===== config.mk =====
export PLATFORM = sky130hd
export DESIGN_NAME = fstc_top
export DESIGN_NICKNAME = d
export VERILOG_FILES = /design/src/hw/fstc_pkg.sv /design/src/hw/fstc_top.sv
export SDC_FILE = /design/constraint.sdc
export NUM_CORES = 1
export LEC_CHECK = 0
export BUFFER_PORTS_ARGS = -buffer_cell sky130_fd_sc_hd__buf_4
export CORE_MARGIN = 2
export CORE_UTILIZATION = 35
export DETAILED_ROUTE_END_ITERATION = 10
export PLACE_DENSITY = 0.57
export SLEW_MARGIN = 20
export SYNTH_ARGS = -nofsm -noshare
export SYNTH_HDL_FRONTEND = slang
export SYNTH_SLANG_ARGS = --single-unit

===== constraint.sdc =====
create_clock -name pclk -period 5 [get_ports pclk]
set_clock_uncertainty 0.15 [all_clocks]
set_input_delay 0.25 -clock pclk [delete_from_list [all_inputs] [get_ports pclk]]
set_output_delay 0.25 -clock pclk [all_outputs]
set_load 0.02 [all_outputs]

===== src/hw/fstc_pkg.sv =====
/*
 * Constants, types and register map of the frame start trigger control.
 * Assumes one clock pclk at 10 MHz and an APB master with 32-bit data.
 */
//
// Summary of operation
// - Works only in standard mode; reset selects legacy mode, block stays idle.
// - While waiting for frame start, each accepted trigger starts one frame.
// - Waiting begins after start command, and after start trigger if enabled.
// - Frame trigger mode is off or on, selecting internal or outside triggers.
// - With trigger mode off every frame trigger is made internally.
// - Mode off, single frame: one internal trigger per start command.
// - Mode off, continuous: internal triggers from start command until stop command.
// - Rate limit disabled: internal triggers at the fastest permitted rate.
// - Rate limit enabled: programmed period, but never faster than permitted.
// - Triggers count only while waiting for frame start; otherwise ignored.
// - With trigger mode off exposure lasts the programmed exposure time.
// - Triggers arriving when not ready are dropped; outside must pace them.
// - Software origin: soft trigger command with frame start selected triggers.
// - Line origin: the trigger comes from the hardware trigger input pin.
// - Polarity select chooses rising or falling edge of the line input.
// - After reset the trigger origin is the line input.
// - Mode on with software origin: exposure is the programmed time.
// - Mode on with line origin: programmed time or trigger pulse width.
// - Accepting a trigger leaves waiting; waiting resumes when ready again.
// - Timed exposure: line trigger during exposure dropped, overtrigger flagged.
// - Width exposure runs from active edge to the following opposite edge.
`default_nettype none
package fstc_pkg;

    // Register byte offsets
    localparam logic [7:0] OFS_CTRL = 8'h00;
    localparam logic [7:0] OFS_EXPO = 8'h04;
    localparam logic [7:0] OFS_PER  = 8'h08;
    localparam logic [7:0] OFS_CMD  = 8'h0C;
    localparam logic [7:0] OFS_STAT = 8'h10;

    // Command bits (write only, self clearing)
    localparam int CMD_START = 0;
    localparam int CMD_STOP  = 1;
    localparam int CMD_SOFT  = 2;

    // Status bits; bits 2:0 hold the state code
    localparam int STAT_OVR  = 3;
    localparam int STAT_EXP  = 4;
    localparam int STAT_WAIT = 5;
    localparam int STAT_LINE = 6;

    typedef struct packed {
        logic acq_trig;   // 8 acquisition start trigger on
        logic sel_frame;  // 7 soft trigger targets frame start
        logic rate_en;    // 6 frame_rate_limit_enable
        logic width_exp;  // 5 trigger width exposure
        logic falling;    // 4 falling edge active
        logic src_line;   // 3 origin is line input
        logic cont;       // 2 continuous capture
        logic trig_mode;  // 1 frame trigger mode on
        logic std;        // 0 standard mode
    } fstc_ctrl_t;

    localparam fstc_ctrl_t CTRL_RST = 9'h088;
    localparam logic [31:0] EXPO_RST = 32'h0000_0064;
    localparam logic [31:0] PER_RST  = 32'h0000_0000;

    typedef enum logic [2:0] {
        ST_IDLE     = 3'h0,
        ST_WAIT_AST = 3'h1,
        ST_WAIT_FST = 3'h3,
        ST_EXPOSE   = 3'h2,
        ST_RECOVER  = 3'h6
    } fstc_state_t;

    typedef struct packed {
        logic frame_start; // one-cycle pulse
        logic expose;      // exposure in progress
        logic waiting;     // waiting for frame start
        logic overtrig;    // one-cycle pulse
    } fstc_evt_t;

    typedef struct packed {
        fstc_state_t st;
        fstc_ctrl_t  ctrl;
        logic [31:0] expo;
        logic [31:0] per;
        logic [31:0] cnt_exp;
        logic [31:0] cnt_per;
        logic [2:0]  sync;
        logic        lvl;
        logic        lvl_d;
        logic        ovr;
        fstc_evt_t   evt;
        logic [31:0] rdata;
        logic        slverr;
    } fstc_core_t;

endpackage
`default_nettype wire


===== src/hw/fstc_top.sv =====
/*
 * Frame start trigger control with APB register slave.
 * Assumes acq_start_trig and min_frame_period come from logic on pclk;
 * the hardware trigger pin is asynchronous.
 */
// Local design decisions: register access over APB and the placing of the registers.
`timescale 1ns/100ps
`default_nettype none

module fstc_top
    import fstc_pkg::*;
(
    input  wire logic        pclk,                    // Clock, 10 MHz
    input  wire logic        presetn,                 // Async reset, low
    input  wire logic        psel,                    // APB select
    input  wire logic        penable,                 // APB enable
    input  wire logic        pwrite,                  // APB write
    input  wire logic [7:0]  paddr,                   // APB address
    input  wire logic [31:0] pwdata,                  // APB write data
    output logic      [31:0] prdata,                  // APB read data
    output logic             pready,                  // APB ready
    output logic             pslverr,                 // APB error
    input  wire logic        hw_frame_trigger_signal, // Line 1 pin
    input  wire logic        acq_start_trig,          // Acq start pulse
    input  wire logic [31:0] min_frame_period,        // Fastest period
    output fstc_evt_t        evt                      // Frame events
);

    fstc_core_t r;
    fstc_core_t n;

    logic        setup;
    logic        wr;
    logic        cmd_start;
    logic        cmd_stop;
    logic        cmd_soft;
    logic        act_edge;
    logic        end_edge;
    logic        hw_mode;
    logic        width_mode;
    logic        hw_timed;
    logic [31:0] per_eff;
    logic        int_fire;
    logic        trig_fire;
    logic        exp_done;

    //--------------------------------------------------------------
    // Bus decode
    //--------------------------------------------------------------
    assign setup = psel & ~penable;
    assign wr    = psel & penable & pwrite;
    assign pready  = psel & penable;
    assign prdata  = r.rdata;
    assign pslverr = r.slverr & psel & penable;

    assign cmd_start = wr && paddr == OFS_CMD
                       && pwdata[CMD_START] && r.ctrl.std;
    assign cmd_stop  = wr && paddr == OFS_CMD && pwdata[CMD_STOP];
    // Soft trigger only when frame start is the selected target
    assign cmd_soft  = wr && paddr == OFS_CMD && pwdata[CMD_SOFT]
                       && r.ctrl.sel_frame;

    //--------------------------------------------------------------
    // Trigger sources
    //--------------------------------------------------------------
    // Edge of the filtered line level, chosen by polarity
    assign act_edge = r.ctrl.falling ? (~r.lvl & r.lvl_d)
                                     : (r.lvl & ~r.lvl_d);
    assign end_edge = r.ctrl.falling ? (r.lvl & ~r.lvl_d)
                                     : (~r.lvl & r.lvl_d);

    assign hw_mode    = r.ctrl.trig_mode & r.ctrl.src_line;
    assign width_mode = hw_mode & r.ctrl.width_exp;
    assign hw_timed   = hw_mode & ~r.ctrl.width_exp;

    // Programmed period used only if slower than the fastest allowed
    assign per_eff = (r.ctrl.rate_en && r.per > min_frame_period)
                     ? r.per : min_frame_period;
    assign int_fire = r.cnt_per >= per_eff;

    // Mode selects internal or outside triggers
    assign trig_fire = r.ctrl.trig_mode
                       ? (r.ctrl.src_line ? act_edge : cmd_soft)
                       : int_fire;

    // Timed exposure lasts expo cycles, at least one
    assign exp_done = width_mode ? end_edge
                      : (r.cnt_exp + 32'h1 >= r.expo);

    //--------------------------------------------------------------
    // Next state
    //--------------------------------------------------------------
    always_comb begin
        n = r;
        n.evt.frame_start = 1'b0;
        n.evt.overtrig    = 1'b0;

        // Three-stage synchroniser, level taken once stages 2 and 3 agree
        n.sync = {r.sync[1:0], hw_frame_trigger_signal};
        if (r.sync[1] == r.sync[2]) begin
            n.lvl = r.sync[2];
        end
        n.lvl_d = r.lvl;

        if (r.cnt_per != 32'hFFFF_FFFF) begin
            n.cnt_per = r.cnt_per + 32'h1;
        end

        // Register writes
        if (wr) begin
            unique case (paddr)
                OFS_CTRL: n.ctrl = fstc_ctrl_t'(pwdata[8:0]);
                OFS_EXPO: n.expo = pwdata;
                OFS_PER:  n.per  = pwdata;
                OFS_STAT: begin
                    if (pwdata[STAT_OVR]) begin
                        n.ovr = 1'b0;
                    end
                end
                default: ;
            endcase
        end

        // Acquisition sequence
        unique case (r.st)
            ST_IDLE: begin
                if (cmd_start) begin
                    n.st = r.ctrl.acq_trig ? ST_WAIT_AST
                                           : ST_WAIT_FST;
                end
            end
            ST_WAIT_AST: begin
                if (acq_start_trig) begin
                    n.st = ST_WAIT_FST;
                end
            end
            ST_WAIT_FST: begin
                // Only state in which a trigger is accepted
                if (trig_fire) begin
                    n.st = ST_EXPOSE;
                    n.evt.frame_start = 1'b1;
                    n.cnt_exp = 32'h0;
                    // Frame start cycle counts as one, so starts land one period apart
                    n.cnt_per = 32'h1;
                end
            end
            ST_EXPOSE: begin
                n.cnt_exp = r.cnt_exp + 32'h1;
                if (hw_timed && act_edge) begin
                    n.evt.overtrig = 1'b1;
                end
                if (exp_done) begin
                    // Single frame ends the acquisition after one frame
                    n.st = r.ctrl.cont ? ST_RECOVER
                                       : ST_IDLE;
                end
            end
            ST_RECOVER: begin
                // Triggers here are dropped; looks one cycle ahead so that waiting
                // resumes in time for a start exactly one fastest period later
                if (n.cnt_per >= min_frame_period) begin
                    n.st = ST_WAIT_FST;
                end
            end
            default: n.st = ST_IDLE;
        endcase

        if (cmd_stop || !r.ctrl.std) begin
            n.st = ST_IDLE;
            // A trigger in the stop cycle is dropped as well
            n.evt.frame_start = 1'b0;
        end

        // Set wins over clear
        if (n.evt.overtrig) begin
            n.ovr = 1'b1;
        end

        n.evt.expose  = n.st == ST_EXPOSE;
        n.evt.waiting = n.st == ST_WAIT_FST;

        // Read data captured in the setup phase
        if (setup) begin
            n.slverr = 1'b0;
            unique case (paddr)
                OFS_CTRL: n.rdata = {23'h0, r.ctrl};
                OFS_EXPO: n.rdata = r.expo;
                OFS_PER:  n.rdata = r.per;
                OFS_CMD:  n.rdata = 32'h0;
                OFS_STAT: n.rdata = {25'h0, r.lvl, r.evt.waiting,
                                     r.evt.expose, r.ovr, r.st};
                default: begin
                    n.rdata  = 32'h0;
                    n.slverr = 1'b1;
                end
            endcase
        end
    end

    //--------------------------------------------------------------
    // State register
    //--------------------------------------------------------------
    always_ff @(posedge pclk or negedge presetn) begin
        if (!presetn) begin
            r.st      <= ST_IDLE;
            r.ctrl    <= CTRL_RST;
            r.expo    <= EXPO_RST;
            r.per     <= PER_RST;
            r.cnt_exp <= 32'h0;
            r.cnt_per <= 32'hFFFF_FFFF;
            r.sync    <= 3'h0;
            r.lvl     <= 1'b0;
            r.lvl_d   <= 1'b0;
            r.ovr     <= 1'b0;
            r.evt     <= 4'h0;
            r.rdata   <= 32'h0;
            r.slverr  <= 1'b0;
        end else begin
            r <= n;
        end
    end

    assign evt = r.evt;
endmodule

`default_nettype wire


==> Word-level counts from Yosys, hierarchy flattened <==
Cells that the tools add are included.
{ "totals": {"regBits": 183, "out_inout_bits": 38, "word_cells": 109} }
{ "classes": {"addsub": 2, "order_cmp": 4, "n_eq_ne": 13, "mux": 30, "n_bitwise": 14, "reduce_logical": 22} }
{ "ops": {"columns": ["cell", "n"], "rows": [
  ["$pmux W32 S4", 1],
  ["$ge A32 B32 Y1", 3],
  ["$mux W32", 3],
  ["$add A32 B1 Y32 const B", 2],
  ["$mux W64", 1],
  ["$pmux W32 S2", 1],
  ["$gt A32 B32 Y1", 1],
  ["$ne A32 B32 Y1 const B", 1],
  ["$mux W3", 7],
  ["$eq A8 B4 Y1 const B", 2],
  ["$mux W1", 15],
  ["$pmux W3 S5", 1],
  ["$eq A3 B2 Y1 const B", 4],
  ["$and A1 B1 Y1", 10],
  ["$eq A8 B3 Y1 const B", 1],
  ["$eq A8 B5 Y1 const B", 1],
  ["$logic_and A1 B1 Y1", 8],
  ["$logic_not A8 Y1", 1],
  ["$reduce_and A2 Y1", 4],
  ["$reduce_bool A2 Y1", 4],
  ["$reduce_or A5 Y1", 1],
  ["$not A1 Y1", 4],
  ["$eq A3 B1 Y1 const B", 1],
  ["$eq A3 B3 Y1 const B", 1],
  ["7 further kinds", 7]
]} }

==> Longest topological paths before layout <==
Gate-level depths: netlist of the first run.
{ "depth": {"depth_word": 11, "mapped_depth": 19, "depth_no_buf": 17} }

==> Worst setup path after synthesis of the first run <==
Ideal clock, no wire load.
{ "synth_timing": {"kind": "flip-flop to flip-flop", "start": "register r[116] in the netlist's numbering", "end": "register evt[1] (netlist name)", "setup_ps": 100, "t_arrival_ps": 4028, "required_ps": 4750, "setup_slack_ps": 721, "path_stages_with_launch": 18, "synth_period_minus_slack_ps": 4279, "cell_sequence": "dfrtp_1 > ha_1 > a21o_1 > a221o_1 > a221oi_1 > o31ai_1 > a41oi_1 > a31oi_1 > buf_2 > mux2i_1 > ha_1 > nor2b_1 > o211a_1 > o311ai_0 > a31oi_1 > o21a_1 > o211ai_1 > nor4bb_1"} }
{ "synth_lines": {"columns": ["element", "line_no", "text"], "rows": [
  ["from (decl)", "fstc_top.sv:29", "fstc_core_t r;"],
  ["from (signal assigned)", "fstc_top.sv:219", "r <= n;"]
]} }

==> Final worst setup path of the first run <==
{ "layout_timing": {"start": "register r[116] in the netlist's numbering", "end": "register r[98] in the netlist's numbering"} }
{ "layout_via": {"elab_chain_cells": 7} }
{ "layout_rtl": {"columns": ["element", "line_no", "text"], "rows": [
  ["$gt A32 B32 Y1", "fstc_top.sv:77", "assign per_eff = (r.ctrl.rate_en && r.per > min_frame_period)"],
  ["$logic_and A1 B1 Y1", "fstc_top.sv:77", null],
  ["$mux W32 (*)", "fstc_top.sv:78", "? r.per : min_frame_period;"],
  ["$ge A32 B32 Y1 (*)", "fstc_top.sv:79", "assign int_fire = r.cnt_per >= per_eff;"],
  ["$mux W1 (*)", "fstc_top.sv:83", "? (r.ctrl.src_line ? act_edge : cmd_soft)"],
  ["$ne A2 B2 Y1 (no source line) (*)", null, null],
  ["$reduce_and A2 Y1 (no source line) (*)", null, null]
]} }
Every way passes the cells marked *; elsewhere a longest branch is shown, timed or not.
A chain may end at the register's enable or synchronous reset.

==> impl_metrics.toml, run 1 <==
[job]
drv.max_cap_violation_count = 0

[finish]
finish.utilization_pct = 42.6
final_nets = 1640
areaGrowthSynthToFinish_pct = 20.0
design_area_um2 = 14700
drive_gt1_share_pct = 21.7
cell_count_final_fillers_out = 1899
antenna_cells = 0

[floorplan]
row_count = 68
initial_utilization_pct = 35.5
die_h_um = 191
fp.dieW_um = 191
dieArea_um2 = 36500
num_io_pins = 117
placeableCoreArea_um2 = 34500

[logic_synthesis]
cell_area_after_synthesis_um2 = 12300
postSynth.asyncResetShare_pct = 100
synth-seq-cells = 183
synth-edff-count = 0
mean_post_synth_cell_area_um2 = 9.50
synth.yosys.seq_area_share_pct = 37.8
netlist_instances = 1290
synth_ff_type = "sky130_fd_sc_hd__dfrtp_1"
post_syn_nets = 1499
synth.lib_cells_used.distinct = 69
yosysWarnings = 0

[worst_setup_path]
crit_path_max_fanout = 16
timing.setup.critical_path_class = "flop to flop"
worst_setup_path_start_kind = "flop"
critPathArrivalTime_ns = 5.05
cp.required_ns = 5.20
setup.worst_path.end_class = "flop"

[cts]
cts_tree = "yes"
htreeDepth = 4
cts_inserted_buffers = 17
cts.clk_slew.worst_paths_ns = 0.07
numClockSinks = 183
worstSkewPairLatency_ns = 0.44
clock_tree_root_buffer_cell = "sky130_fd_sc_hd__clkbuf_16"
clock_tree.buffer_depth = 2

[detailed_routing]
antenna_left = 0
route.detailed.wl_per_inst_um = 19.9
first_iter_violations = 703
drt-vias-per-instance = 5.33
drc_errors_left = 0
via_count = 10100
firstDrtPassIters = 5
routed_wirelength_um = 37700

[grt]
grt_start_max_net_pins = 103
grt_antenna_before_repair = 0
first_global_vias = 10300
global_route.overflow_total = 0
wire_length_of_the_first_global_routing_pass_um = 57800
track_usage_pct = 20.9

[hold_path]
min-delay-path-class = "primary input to flop"

[sta]
final-setup-viol-count = 0
slew_headroom_pct = 27.7
finalSetupTns_ns = 0
min_period_over_period_pct = 97.1
final_report_hold_violation_count = 0
finalCriticalPeriod_ns = 4.86
worstMarginPinSlew_ns = 1.09
final_max_slew_viols = 0
max_freq_ghz = 0.206

[placed_design]
placed_cells = 1828
routabilityCongestion = 0.896
io_buffer_count = 116
placed_cell_area_um2 = 13700
place_hpwl_um = 29000

[power_and_ir_drop]
total_leakage_power_nw = 7.06
vdd.ir_drop.worst_uv = 218
power-per-cell-area_nw_per_um2 = 216

[status]
status = "completed"
==> worst max-delay path, cell delays in order (launching register included) <==
cell and delay [ns]:
sky130_fd_sc_hd__dfrtp_1 0.39, sky130_fd_sc_hd__ha_1 0.31, sky130_fd_sc_hd__a21o_1 0.17, sky130_fd_sc_hd__a221o_1 0.33, sky130_fd_sc_hd__a221oi_2 0.32, sky130_fd_sc_hd__o31ai_2 0.13, sky130_fd_sc_hd__a41oi_2 0.26, sky130_fd_sc_hd__a31oi_4 0.21
sky130_fd_sc_hd__buf_12 0.23, sky130_fd_sc_hd__mux2_2 0.29, sky130_fd_sc_hd__ha_1 0.27, sky130_fd_sc_hd__a31oi_1 0.16, sky130_fd_sc_hd__nor2b_1 0.08, sky130_fd_sc_hd__o311ai_1 0.37, sky130_fd_sc_hd__a31oi_2 0.13, sky130_fd_sc_hd__buf_4 0.17
sky130_fd_sc_hd__o211a_1 0.26, sky130_fd_sc_hd__buf_12 0.16, sky130_fd_sc_hd__buf_4 0.16, sky130_fd_sc_hd__o31ai_1 0.21
==> through the flow <==
step,total power (W),setup WS [ns],hold WS [ns]
after CTS,0.00322,0.0337,0.0309
after floorplan,0.00164,0.721,-0.196
after detailed placement,0.00178,-0.167,0.186
after global placement,0.00178,0.0131,0.186
after global routing,0.00331,-0.0134,0.0823
final,0.00318,0.145,0.0453
==> per-layer routing <==
layer | wire (µm) | GRT usage [%] | vias to the layer above
met4 | 1800 | 10.7 | 0
met2 | 18600 | 36.1 | 241
met3 | 1490 | 3.49 | 80
met5 | 0 | 0 | -
li1 | - | - | 4870
met1 | 15800 | 24.9 | 4924
==> flip-flops by register name, indices dropped and copies added, names as in the netlist <==
signal,cells
prdata,32
r,144
evt,4
n,3
==> what timing repair did <==
item | CTS | global route
setup endpoints to repair | 19 | 57
pin swaps | 0 | 3
buffers inserted | 0 | 4
gates resized for setup | 2 | 7
hold endpoints to repair | 145 | 0
hold buffers | 35 | 0
==> cells in the mapped netlist, drive strengths merged (3+ instances only) <==
cell type	n	share of area [%]
nor4b	7	0.55
inv	80	2.5
o211ai	7	0.54
buf	54	3.0
dfrtp	146	30
xor2	21	1.5
a31oi	6	0.43
and4	12	0.86
nor4	7	0.65
a222oi	7	0.57
ha	130	13
o21ai	101	4.1
a22oi	24	1.5
and2	43	2.2
o21a	6	0.37
nand2b	6	0.31
a21oi	48	2.0
xnor2	39	2.8
and3	21	1.1
mux2	43	4.0
o41ai	3	0.21
a311o	3	0.25
clkbuf	32	0.98
a221oi	4	0.29
a21o	29	1.8
nand2	142	4.4
nor2b	6	0.31
nor2	42	1.3
dfstp	37	7.9
nand3	41	1.7
mux2i	35	2.9
o31ai	3	0.18
nor3	27	1.2
nand4	33	1.7
a211oi	6	0.37
o221ai	3	0.21
a2111oi	4	0.29
or3	6	0.31
==> layout by cell type (no fill, tap or decap), types with 17 or more instances in the layout <==
| cell | netlist | final |
|---|---|---|
| sky130_fd_sc_hd__xnor2_1 | 39 | 39 |
| sky130_fd_sc_hd__buf_4 | 37 | 169 |
| sky130_fd_sc_hd__and2_1 | 41 | 40 |
| sky130_fd_sc_hd__o21ai_0 | 90 | 90 |
| sky130_fd_sc_hd__dfstp_2 | 37 | 37 |
| sky130_fd_sc_hd__mux2_2 | 43 | 43 |
| sky130_fd_sc_hd__mux2i_1 | 35 | 35 |
| sky130_fd_sc_hd__inv_1 | 80 | 80 |
| sky130_fd_sc_hd__a21o_1 | 29 | 29 |
| sky130_fd_sc_hd__ha_1 | 130 | 130 |
| sky130_fd_sc_hd__and3_1 | 21 | 21 |
| sky130_fd_sc_hd__dfrtp_1 | 146 | 146 |
| sky130_fd_sc_hd__clkbuf_16 | 0 | 17 |
| sky130_fd_sc_hd__nor2_1 | 41 | 39 |
| sky130_fd_sc_hd__a21oi_1 | 48 | 48 |
| sky130_fd_sc_hd__nand3_1 | 41 | 41 |
| sky130_fd_sc_hd__nand2_1 | 142 | 142 |
| sky130_fd_sc_hd__nand4_1 | 33 | 33 |
| sky130_fd_sc_hd__dlygate4sd3_1 | 0 | 35 |
| sky130_fd_sc_hd__nor3_1 | 25 | 23 |
| sky130_fd_sc_hd__xor2_1 | 21 | 21 |
| sky130_fd_sc_hd__a22oi_1 | 24 | 24 |
==> report_power, final <==
part           internal [W]  leakage (nW)  total [W]  switching (W)
Clock              0.000720         0.295    0.00140       0.000683
Sequential          0.00150          2.15    0.00151      0.0000128
Combinational      0.000118          4.61   0.000271       0.000153
Total               0.00233          7.06    0.00318       0.000849
==> layout make-up <==
cell class,count,area (µm²)
clock buffer,17,425
clock inverter,15,180
fill,3400,19800
inverter,80,300
multi-input combinational,941,6910
sequential,183,4630
tap,455,569
timing repair buffer,208,1690
==> final timing paths <==
check                                   start                  to  slack, ns  cells past startpoint
max                        r[116]$_DFFE_PN0P_   r[98]$_DFFE_PN0P_       0.14                     19
min                                  paddr[0]    r[0]$_DFFE_PN0P_       0.05                      4
max reg2reg                r[116]$_DFFE_PN0P_   r[98]$_DFFE_PN0P_       0.14                     19
min reg2reg                   n[41]$_DFF_PN0_     n[42]$_DFF_PN0_       0.20                      0
max in group asynchronous             presetn  r[145]$_DFFE_PN1P_       3.20                      3
min in group asynchronous             presetn  r[118]$_DFFE_PN0P_       0.33                      2
==> kinds of logic (layout without fill, tap and decap cells) <==
| family | Yosys count | count (layout) | share of synthesized area (%) |
|---|---|---|---|
| simple gates | 398 | 398 | 16.8 |
| compound gates | 273 | 273 | 14.5 |
| flops | 183 | 183 | 37.8 |
| buf+inv | 166 | 320 | 6.44 |
| fa+ha+maj | 132 | 132 | 13.4 |
| mux | 78 | 78 | 6.81 |
| xor+xnor | 60 | 60 | 4.29 |
No activity file was read; power rests on OpenSTA's default activity.
==> run 2: changes to the inputs <==
--- a/config.mk
+++ b/config.mk
@@ -12,2 +12,4 @@
 export PLACE_DENSITY = 0.57
+export RECOVER_POWER = 50
+export SETUP_SLACK_MARGIN = 0.3
 export SLEW_MARGIN = 20
==> constraint.sdc (replaced) <==
create_clock -name pclk -period 5 [get_ports pclk]
set_clock_uncertainty 0.15 [all_clocks]
set_input_delay 1 -clock pclk [delete_from_list [all_inputs] [get_ports pclk]]
set_output_delay 1 -clock pclk [all_outputs]
set_load 0.02 [all_outputs]
==> run 2 against run 1 <==
Compared with the run above: setup slack lost 0.0077 ns; wire length grew 3.2%; total power grew 1.5%; maximum frequency shrank 0.16%; the flow now finishes with violations (capacitance limit, slew limit); global-route usage grew 0.50 points; design area grew 4.1%; count of clock-buffer cells in the layout grew 2; first-iteration DRC count grew 12%; sequential cell count is the same; clock power is essentially flat; die area is the same; final cell count grew 2.7%.
==> impl_metrics.toml, run 2 (synthesis results as in run 1) <==
[status]
status = "complete, but fails checks"
violations = "capacitance limit, slew limit"

[finish]
antenna_cells = 0
regMostFlops = "r"
drive_gt1_share_pct = 27.3
final_cell_mix = "sky130_fd_sc_hd__buf_4 (228), sky130_fd_sc_hd__dfrtp_1 (146), sky130_fd_sc_hd__nand2_1 (141)"
max_reg_flops = 144
finish.utilization_pct = 44.3
areaGrowthSynthToFinish_pct = 24.9
layout_commonest_cell = "sky130_fd_sc_hd__buf_4"
final_nets = 1692
layout.filler_cells = 3336

[cts]
holdBufCountCts = 0
cts.clk_slew.worst_paths_ns = 0.07
cts_inserted_buffers = 17
cts_tree = "yes"
clock_tree_root_buffer_cell = "sky130_fd_sc_hd__clkbuf_16"
numClockSinks = 183
htreeDepth = 4
clock_tree.buffer_depth = 2
worstSkewPairLatency_ns = 0.45

[floorplan]
num_io_pins = 117
initial_utilization_pct = 35.5
die_h_um = 191
placeableCoreArea_um2 = 34500
fp.dieW_um = 191
dieArea_um2 = 36500
row_count = 68

[worst_setup_path]
critPathArrivalTime_ns = 5.04
cp-startpoint = "min_frame_period[10]"
worst_setup_path_start_kind = "primary input"
worstReg2RegStart = "r[62]$_DFF_PN1_"
setup.worst_path.end_class = "flop"
ff2ff_setup_slack_ns = 0.31
worstSetupEndpoint = "r[102]$_DFFE_PN0P_"
reg2reg_depth = 13
cp.required_ns = 5.18
worst_r2r_endpoint = "evt[2]$_DFF_PN0_"
crit_path_max_fanout = 7
timing.setup.critical_path_class = "primary input to flop"

[placed_design]
place_hpwl_um = 29600
io_buffer_count = 116
routabilityCongestion = 0.909
placement.setup.worst_slack_ns = -0.843

[job]
drv.max_cap_violation_count = 2

[grt]
grt_antenna_before_repair = 0
use_met2_pct = 37.7
first_global_vias = 10200
grt_use_met3_pct = 2.72
track_usage_pct = 21.4
global_route.overflow_total = 0
wire_length_of_the_first_global_routing_pass_um = 59300
grt_start_max_net_pins = 121
grt_util_met1_pct = 26.8
grt_busiest_layer = "met2"

[sta]
final_max_slew_viols = 157
final_report_hold_violation_count = 0
fin_ws_ns = 0.137
slew_headroom_pct = -118
finalCriticalPeriod_ns = 4.86
min_period_over_period_pct = 97.3
max_freq_ghz = 0.206
grt_setup_unrepaired = "true"
final-setup-viol-count = 0
hold_ws_ns = 0.213
finalSetupTns_ns = 0
worstMarginPinSlew_ns = 3.27

[detailed_routing]
routed_wirelength_um = 38900
antenna_left = 0
firstDrtPassIters = 6
first_iter_violations = 784
via_count = 10500
route.detailed.wl_per_inst_um = 19.9
drc_errors_left = 0
drt-vias-per-instance = 5.37

[hold_path]
min-delay-path-class = "flop to flop"

[power_and_ir_drop]
total_leakage_power_nw = 7.33
power.share.sequential_pct = 46.8
power.internal_w = 0.00238
combPwrFrac_pct = 9.3
power.clock.fraction_pct = 44.0
power-per-cell-area_nw_per_um2 = 211
fin_total_pwr_w = 0.00323
netSwitchingFraction_pct = 26.4
power.switching_w = 0.000854
vdd.ir_drop.worst_uv = 223
-- run 2: cell count changes in the layout (fill, tap and decap cells not counted), sizes merged --
cell,delta
a31oi,+1
buf,+69
clkbuf,+19
clkinv,-2
clkinvlp,+1
dlygate4sd3,-35
inv,-1
-- run 2: stage by stage --
stage / area [µm²] / cells
final: 15300 / 1951
after global routing: 15300 / 1951
after CTS: 15100 / 1943
after detailed placement: 14300 / 1901
after global placement: 14300 / 1901
after floorplan: 12300 / 1290
-- run 2: worst min-delay path by stage --
stage               startpoint         endpoint  slack, ns  cells past startpoint
2_1_floorplan  n[41]$_DFF_PN0_  n[42]$_DFF_PN0_       0.18                      0
5_1_grt        n[41]$_DFF_PN0_  n[42]$_DFF_PN0_       0.22                      0
3_5_place_dp   n[41]$_DFF_PN0_  n[42]$_DFF_PN0_       0.20                      0
3_3_place_gp   n[41]$_DFF_PN0_  n[42]$_DFF_PN0_       0.19                      0
6_report       n[41]$_DFF_PN0_  n[42]$_DFF_PN0_       0.21                      0
4_1_cts        n[41]$_DFF_PN0_  n[42]$_DFF_PN0_       0.21                      0
-- run 2: worst max-delay path, cell delays in order --
cell and delay (ns):
sky130_fd_sc_hd__buf_4 0.12, sky130_fd_sc_hd__inv_4 0.06, sky130_fd_sc_hd__ha_4 0.19, sky130_fd_sc_hd__and2_4 0.13, sky130_fd_sc_hd__a221o_1 0.37, sky130_fd_sc_hd__a221oi_4 0.35, sky130_fd_sc_hd__o31ai_4 0.12, sky130_fd_sc_hd__a41oi_2 0.15
sky130_fd_sc_hd__buf_4 0.15, sky130_fd_sc_hd__a31oi_4 0.11, sky130_fd_sc_hd__clkbuf_16 0.20, sky130_fd_sc_hd__buf_4 0.14, sky130_fd_sc_hd__mux2i_1 0.11, sky130_fd_sc_hd__ha_1 0.27, sky130_fd_sc_hd__nand2_1 0.10, sky130_fd_sc_hd__nor3_4 0.29
sky130_fd_sc_hd__o311ai_4 0.16, sky130_fd_sc_hd__a31oi_4 0.29, sky130_fd_sc_hd__o211ai_4 0.12, sky130_fd_sc_hd__buf_12 0.16, sky130_fd_sc_hd__buf_6 0.13, sky130_fd_sc_hd__a311o_1 0.30
-- run 2: power by group through the flow --
stage | Combinational (W) | Sequential [W] | Clock (W)
2_1_floorplan | 0.000102 | 0.00153 | 0
3_3_place_gp | 0.000282 | 0.00154 | 0
3_5_place_dp | 0.000287 | 0.00154 | 0
4_1_cts | 0.000295 | 0.00151 | 0.00145
5_1_grt | 0.000329 | 0.00151 | 0.00150
6_report | 0.000299 | 0.00151 | 0.00142
-- run 2: final cells by class --
cell class | instances | area [µm²] | share of cell area [%]
multi-input combinational | 942 | 7160 | 46.8
sequential | 183 | 4630 | 30.2
timing repair buffer | 259 | 2030 | 13.3
tap | 455 | 569 | 3.72
clock buffer | 19 | 453 | 2.96
inverter | 80 | 310 | 2.03
clock inverter | 13 | 155 | 1.01
-- run 2: what timing repair did --
item	CTS	global route
pin swaps	12	26
setup endpoints to repair	68	69
cloned	2	1
buffers inserted	8	7
resized for setup	24	38
-- run 2: per-layer routing --
metal	up-vias	wire, µm	share of wire, %
met5	-	0	0
met2	286	19400	50
met4	0	1290	3.3
met1	5133	16600	43
li1	4999	-	-
met3	50	1650	4.2
==> run 3: changes to the inputs <==
- CTS_BUF_LIST: unset -> sky130_fd_sc_hd__clkbuf_4 sky130_fd_sc_hd__clkbuf_8
==> run 3 against run 2 <==
Compared with the run above: the run still ends with capacitance limit, slew limit left; utilization fell by 0.80 points; combinational power barely moved; clock power fell by 24%; hold slack improved by 0.0081 ns; sequential power barely moved; critical path type unchanged; critical endpoint unchanged; largest power group unchanged.
==> impl_metrics.toml, run 3 (synthesis results as in run 1) <==
[sta]
final_report_hold_violation_count = 0
max_freq_ghz = 0.207
grt_setup_unrepaired = "true"
finalSetupTns_ns = 0
slew_headroom_pct = -117
worstMarginPinSlew_ns = 3.26
final-setup-viol-count = 0
final_max_slew_viols = 157
finalCriticalPeriod_ns = 4.83
min_period_over_period_pct = 96.5

[cts]
numClockSinks = 183
htreeDepth = 4
clock_tree_root_buffer_cell = "sky130_fd_sc_hd__clkbuf_8"
cts_inserted_buffers = 17
cts_tree = "yes"
worstSkewPairLatency_ns = 0.49
cts.clk_slew.worst_paths_ns = 0.11
holdBufCountCts = 0
clock_tree.buffer_depth = 2

[floorplan]
row_count = 68
num_io_pins = 117
die_h_um = 191
placeableCoreArea_um2 = 34500
initial_utilization_pct = 35.5
dieArea_um2 = 36500
fp.dieW_um = 191

[finish]
layout.filler_cells = 3372
max_reg_flops = 144
drive_gt1_share_pct = 27.0
final_cell_mix = "sky130_fd_sc_hd__buf_4 (233), sky130_fd_sc_hd__dfrtp_1 (146), sky130_fd_sc_hd__nand2_1 (141)"
layout_commonest_cell = "sky130_fd_sc_hd__buf_4"
areaGrowthSynthToFinish_pct = 22.7
regMostFlops = "r"
antenna_cells = 0
finish.utilization_pct = 43.5
final_nets = 1692

[detailed_routing]
drt-vias-per-instance = 5.35
via_count = 10400
antenna_left = 0
routed_wirelength_um = 38600
route.detailed.wl_per_inst_um = 19.8
drc_errors_left = 0
first_iter_violations = 814
firstDrtPassIters = 7

[worst_setup_path]
timing.setup.critical_path_class = "primary input to flop"
ff2ff_setup_slack_ns = 0.36
critPathArrivalTime_ns = 5.05
setup.worst_path.end_class = "flop"
worst_setup_path_start_kind = "primary input"
cp.required_ns = 5.22
crit_path_max_fanout = 7

[status]
violations = "capacitance limit, slew limit"
status = "complete, but fails checks"

[placed_design]
place_hpwl_um = 29600
routabilityCongestion = 0.909
io_buffer_count = 116

[grt]
track_usage_pct = 21.2
grt_antenna_before_repair = 0
global_route.overflow_total = 0
grt_start_max_net_pins = 121
wire_length_of_the_first_global_routing_pass_um = 58800
first_global_vias = 10100

[power_and_ir_drop]
power-per-cell-area_nw_per_um2 = 192
vdd.ir_drop.worst_uv = 156
total_leakage_power_nw = 7.21

[hold_path]
min-delay-path-class = "flop to flop"

[job]
drv.max_cap_violation_count = 2
==> run 3: cell types whose count changed in the layout (fill, tap and decap cells not counted), moves of 2 or more <==
cell                        before  now
sky130_fd_sc_hd__o21ai_0        81   86
sky130_fd_sc_hd__buf_12          6    4
sky130_fd_sc_hd__clkbuf_16      19    1
sky130_fd_sc_hd__clkbuf_8        2   19
sky130_fd_sc_hd__buf_6           6    3
sky130_fd_sc_hd__o21ai_1        18   15
sky130_fd_sc_hd__o21ai_2         2    0
sky130_fd_sc_hd__buf_4         228  233
==> run 3: through the flow <==
step | hold slack [ns] | instance area [µm²] | cells | total power (W) | setup slack (ns)
floorplan | 0.181 | 12300 | 1290 | 0.00164 | 0.301
global placement | 0.186 | 14300 | 1901 | 0.00182 | -0.620
detailed placement | 0.196 | 14300 | 1901 | 0.00183 | -0.843
CTS | 0.223 | 14900 | 1942 | 0.00292 | 0.310
global route | 0.228 | 15000 | 1951 | 0.00301 | 0.0397
finish | 0.221 | 15000 | 1951 | 0.00289 | 0.175
==> run 3: timing repair <==
| item | in CTS | in global routing |
|---|---|---|
| cloned | 1 | 1 |
| buffers inserted | 8 | 8 |
| gates resized for setup | 25 | 21 |
| pin swaps | 14 | 25 |
| setup endpoints to repair | 68 | 69 |
==> run 3: path summary, 6_finish.rpt <==
check,start,end,cells after the start
max,min_frame_period[9],r[102]$_DFFE_PN0P_,22
min,n[41]$_DFF_PN0_,n[42]$_DFF_PN0_,0
max reg2reg,r[116]$_DFFE_PN0P_,r[102]$_DFFE_PN0P_,20
min reg2reg,n[41]$_DFF_PN0_,n[42]$_DFF_PN0_,0
max in group asynchronous,presetn,prdata[31]$_DFFE_PN0P_,2
min in group asynchronous,presetn,r[118]$_DFFE_PN0P_,1
==> run 3: worst max-delay path, stage by stage <==
cell                       delay, ns
sky130_fd_sc_hd__buf_8          0.10
sky130_fd_sc_hd__inv_4          0.06
sky130_fd_sc_hd__ha_4           0.20
sky130_fd_sc_hd__a21o_1         0.18
sky130_fd_sc_hd__a221o_1        0.37
sky130_fd_sc_hd__a221oi_4       0.37
sky130_fd_sc_hd__o31ai_4        0.12
sky130_fd_sc_hd__a41oi_2        0.14
sky130_fd_sc_hd__buf_4          0.16
sky130_fd_sc_hd__a31oi_4        0.10
sky130_fd_sc_hd__buf_6          0.17
sky130_fd_sc_hd__buf_4          0.14
sky130_fd_sc_hd__mux2i_1        0.11
sky130_fd_sc_hd__ha_1           0.31
sky130_fd_sc_hd__nand2_2        0.07
sky130_fd_sc_hd__nor3_4         0.29
sky130_fd_sc_hd__o311ai_4       0.16
sky130_fd_sc_hd__a31oi_4        0.29
sky130_fd_sc_hd__o211ai_4       0.10
sky130_fd_sc_hd__buf_4          0.15
sky130_fd_sc_hd__buf_4          0.16
sky130_fd_sc_hd__a311o_1        0.30
==> run 3: layout make-up <==
class,instances,area (µm²),share of cell area [%]
inverter,80,308,2.05
sequential,183,4630,30.8
clock inverter,13,155,1.03
multi-input combinational,942,7120,47.4
clock buffer,19,262,1.74
timing repair buffer,259,1990,13.2
tap,455,569,3.79
==> run 3: report_power, final <==
part | total [W] | leakage (nW) | internal [W] | switching, W
logic | 0.000297 | 4.86 | 0.000137 | 0.000160
clock network | 0.00108 | 0.207 | 0.000448 | 0.000636
registers | 0.00151 | 2.15 | 0.00150 | 0.0000141
==> run 3: metal layers <==
metal | vias up | wire (µm) | global-route usage (%) | share of wire (%)
met5 | - | 0 | 0 | 0
met4 | 0 | 1560 | 8.76 | 4.0
met3 | 61 | 1750 | 2.92 | 4.5
met2 | 292 | 19000 | 36.6 | 49
met1 | 5099 | 16300 | 26.7 | 42
li1 | 4987 | - | - | -
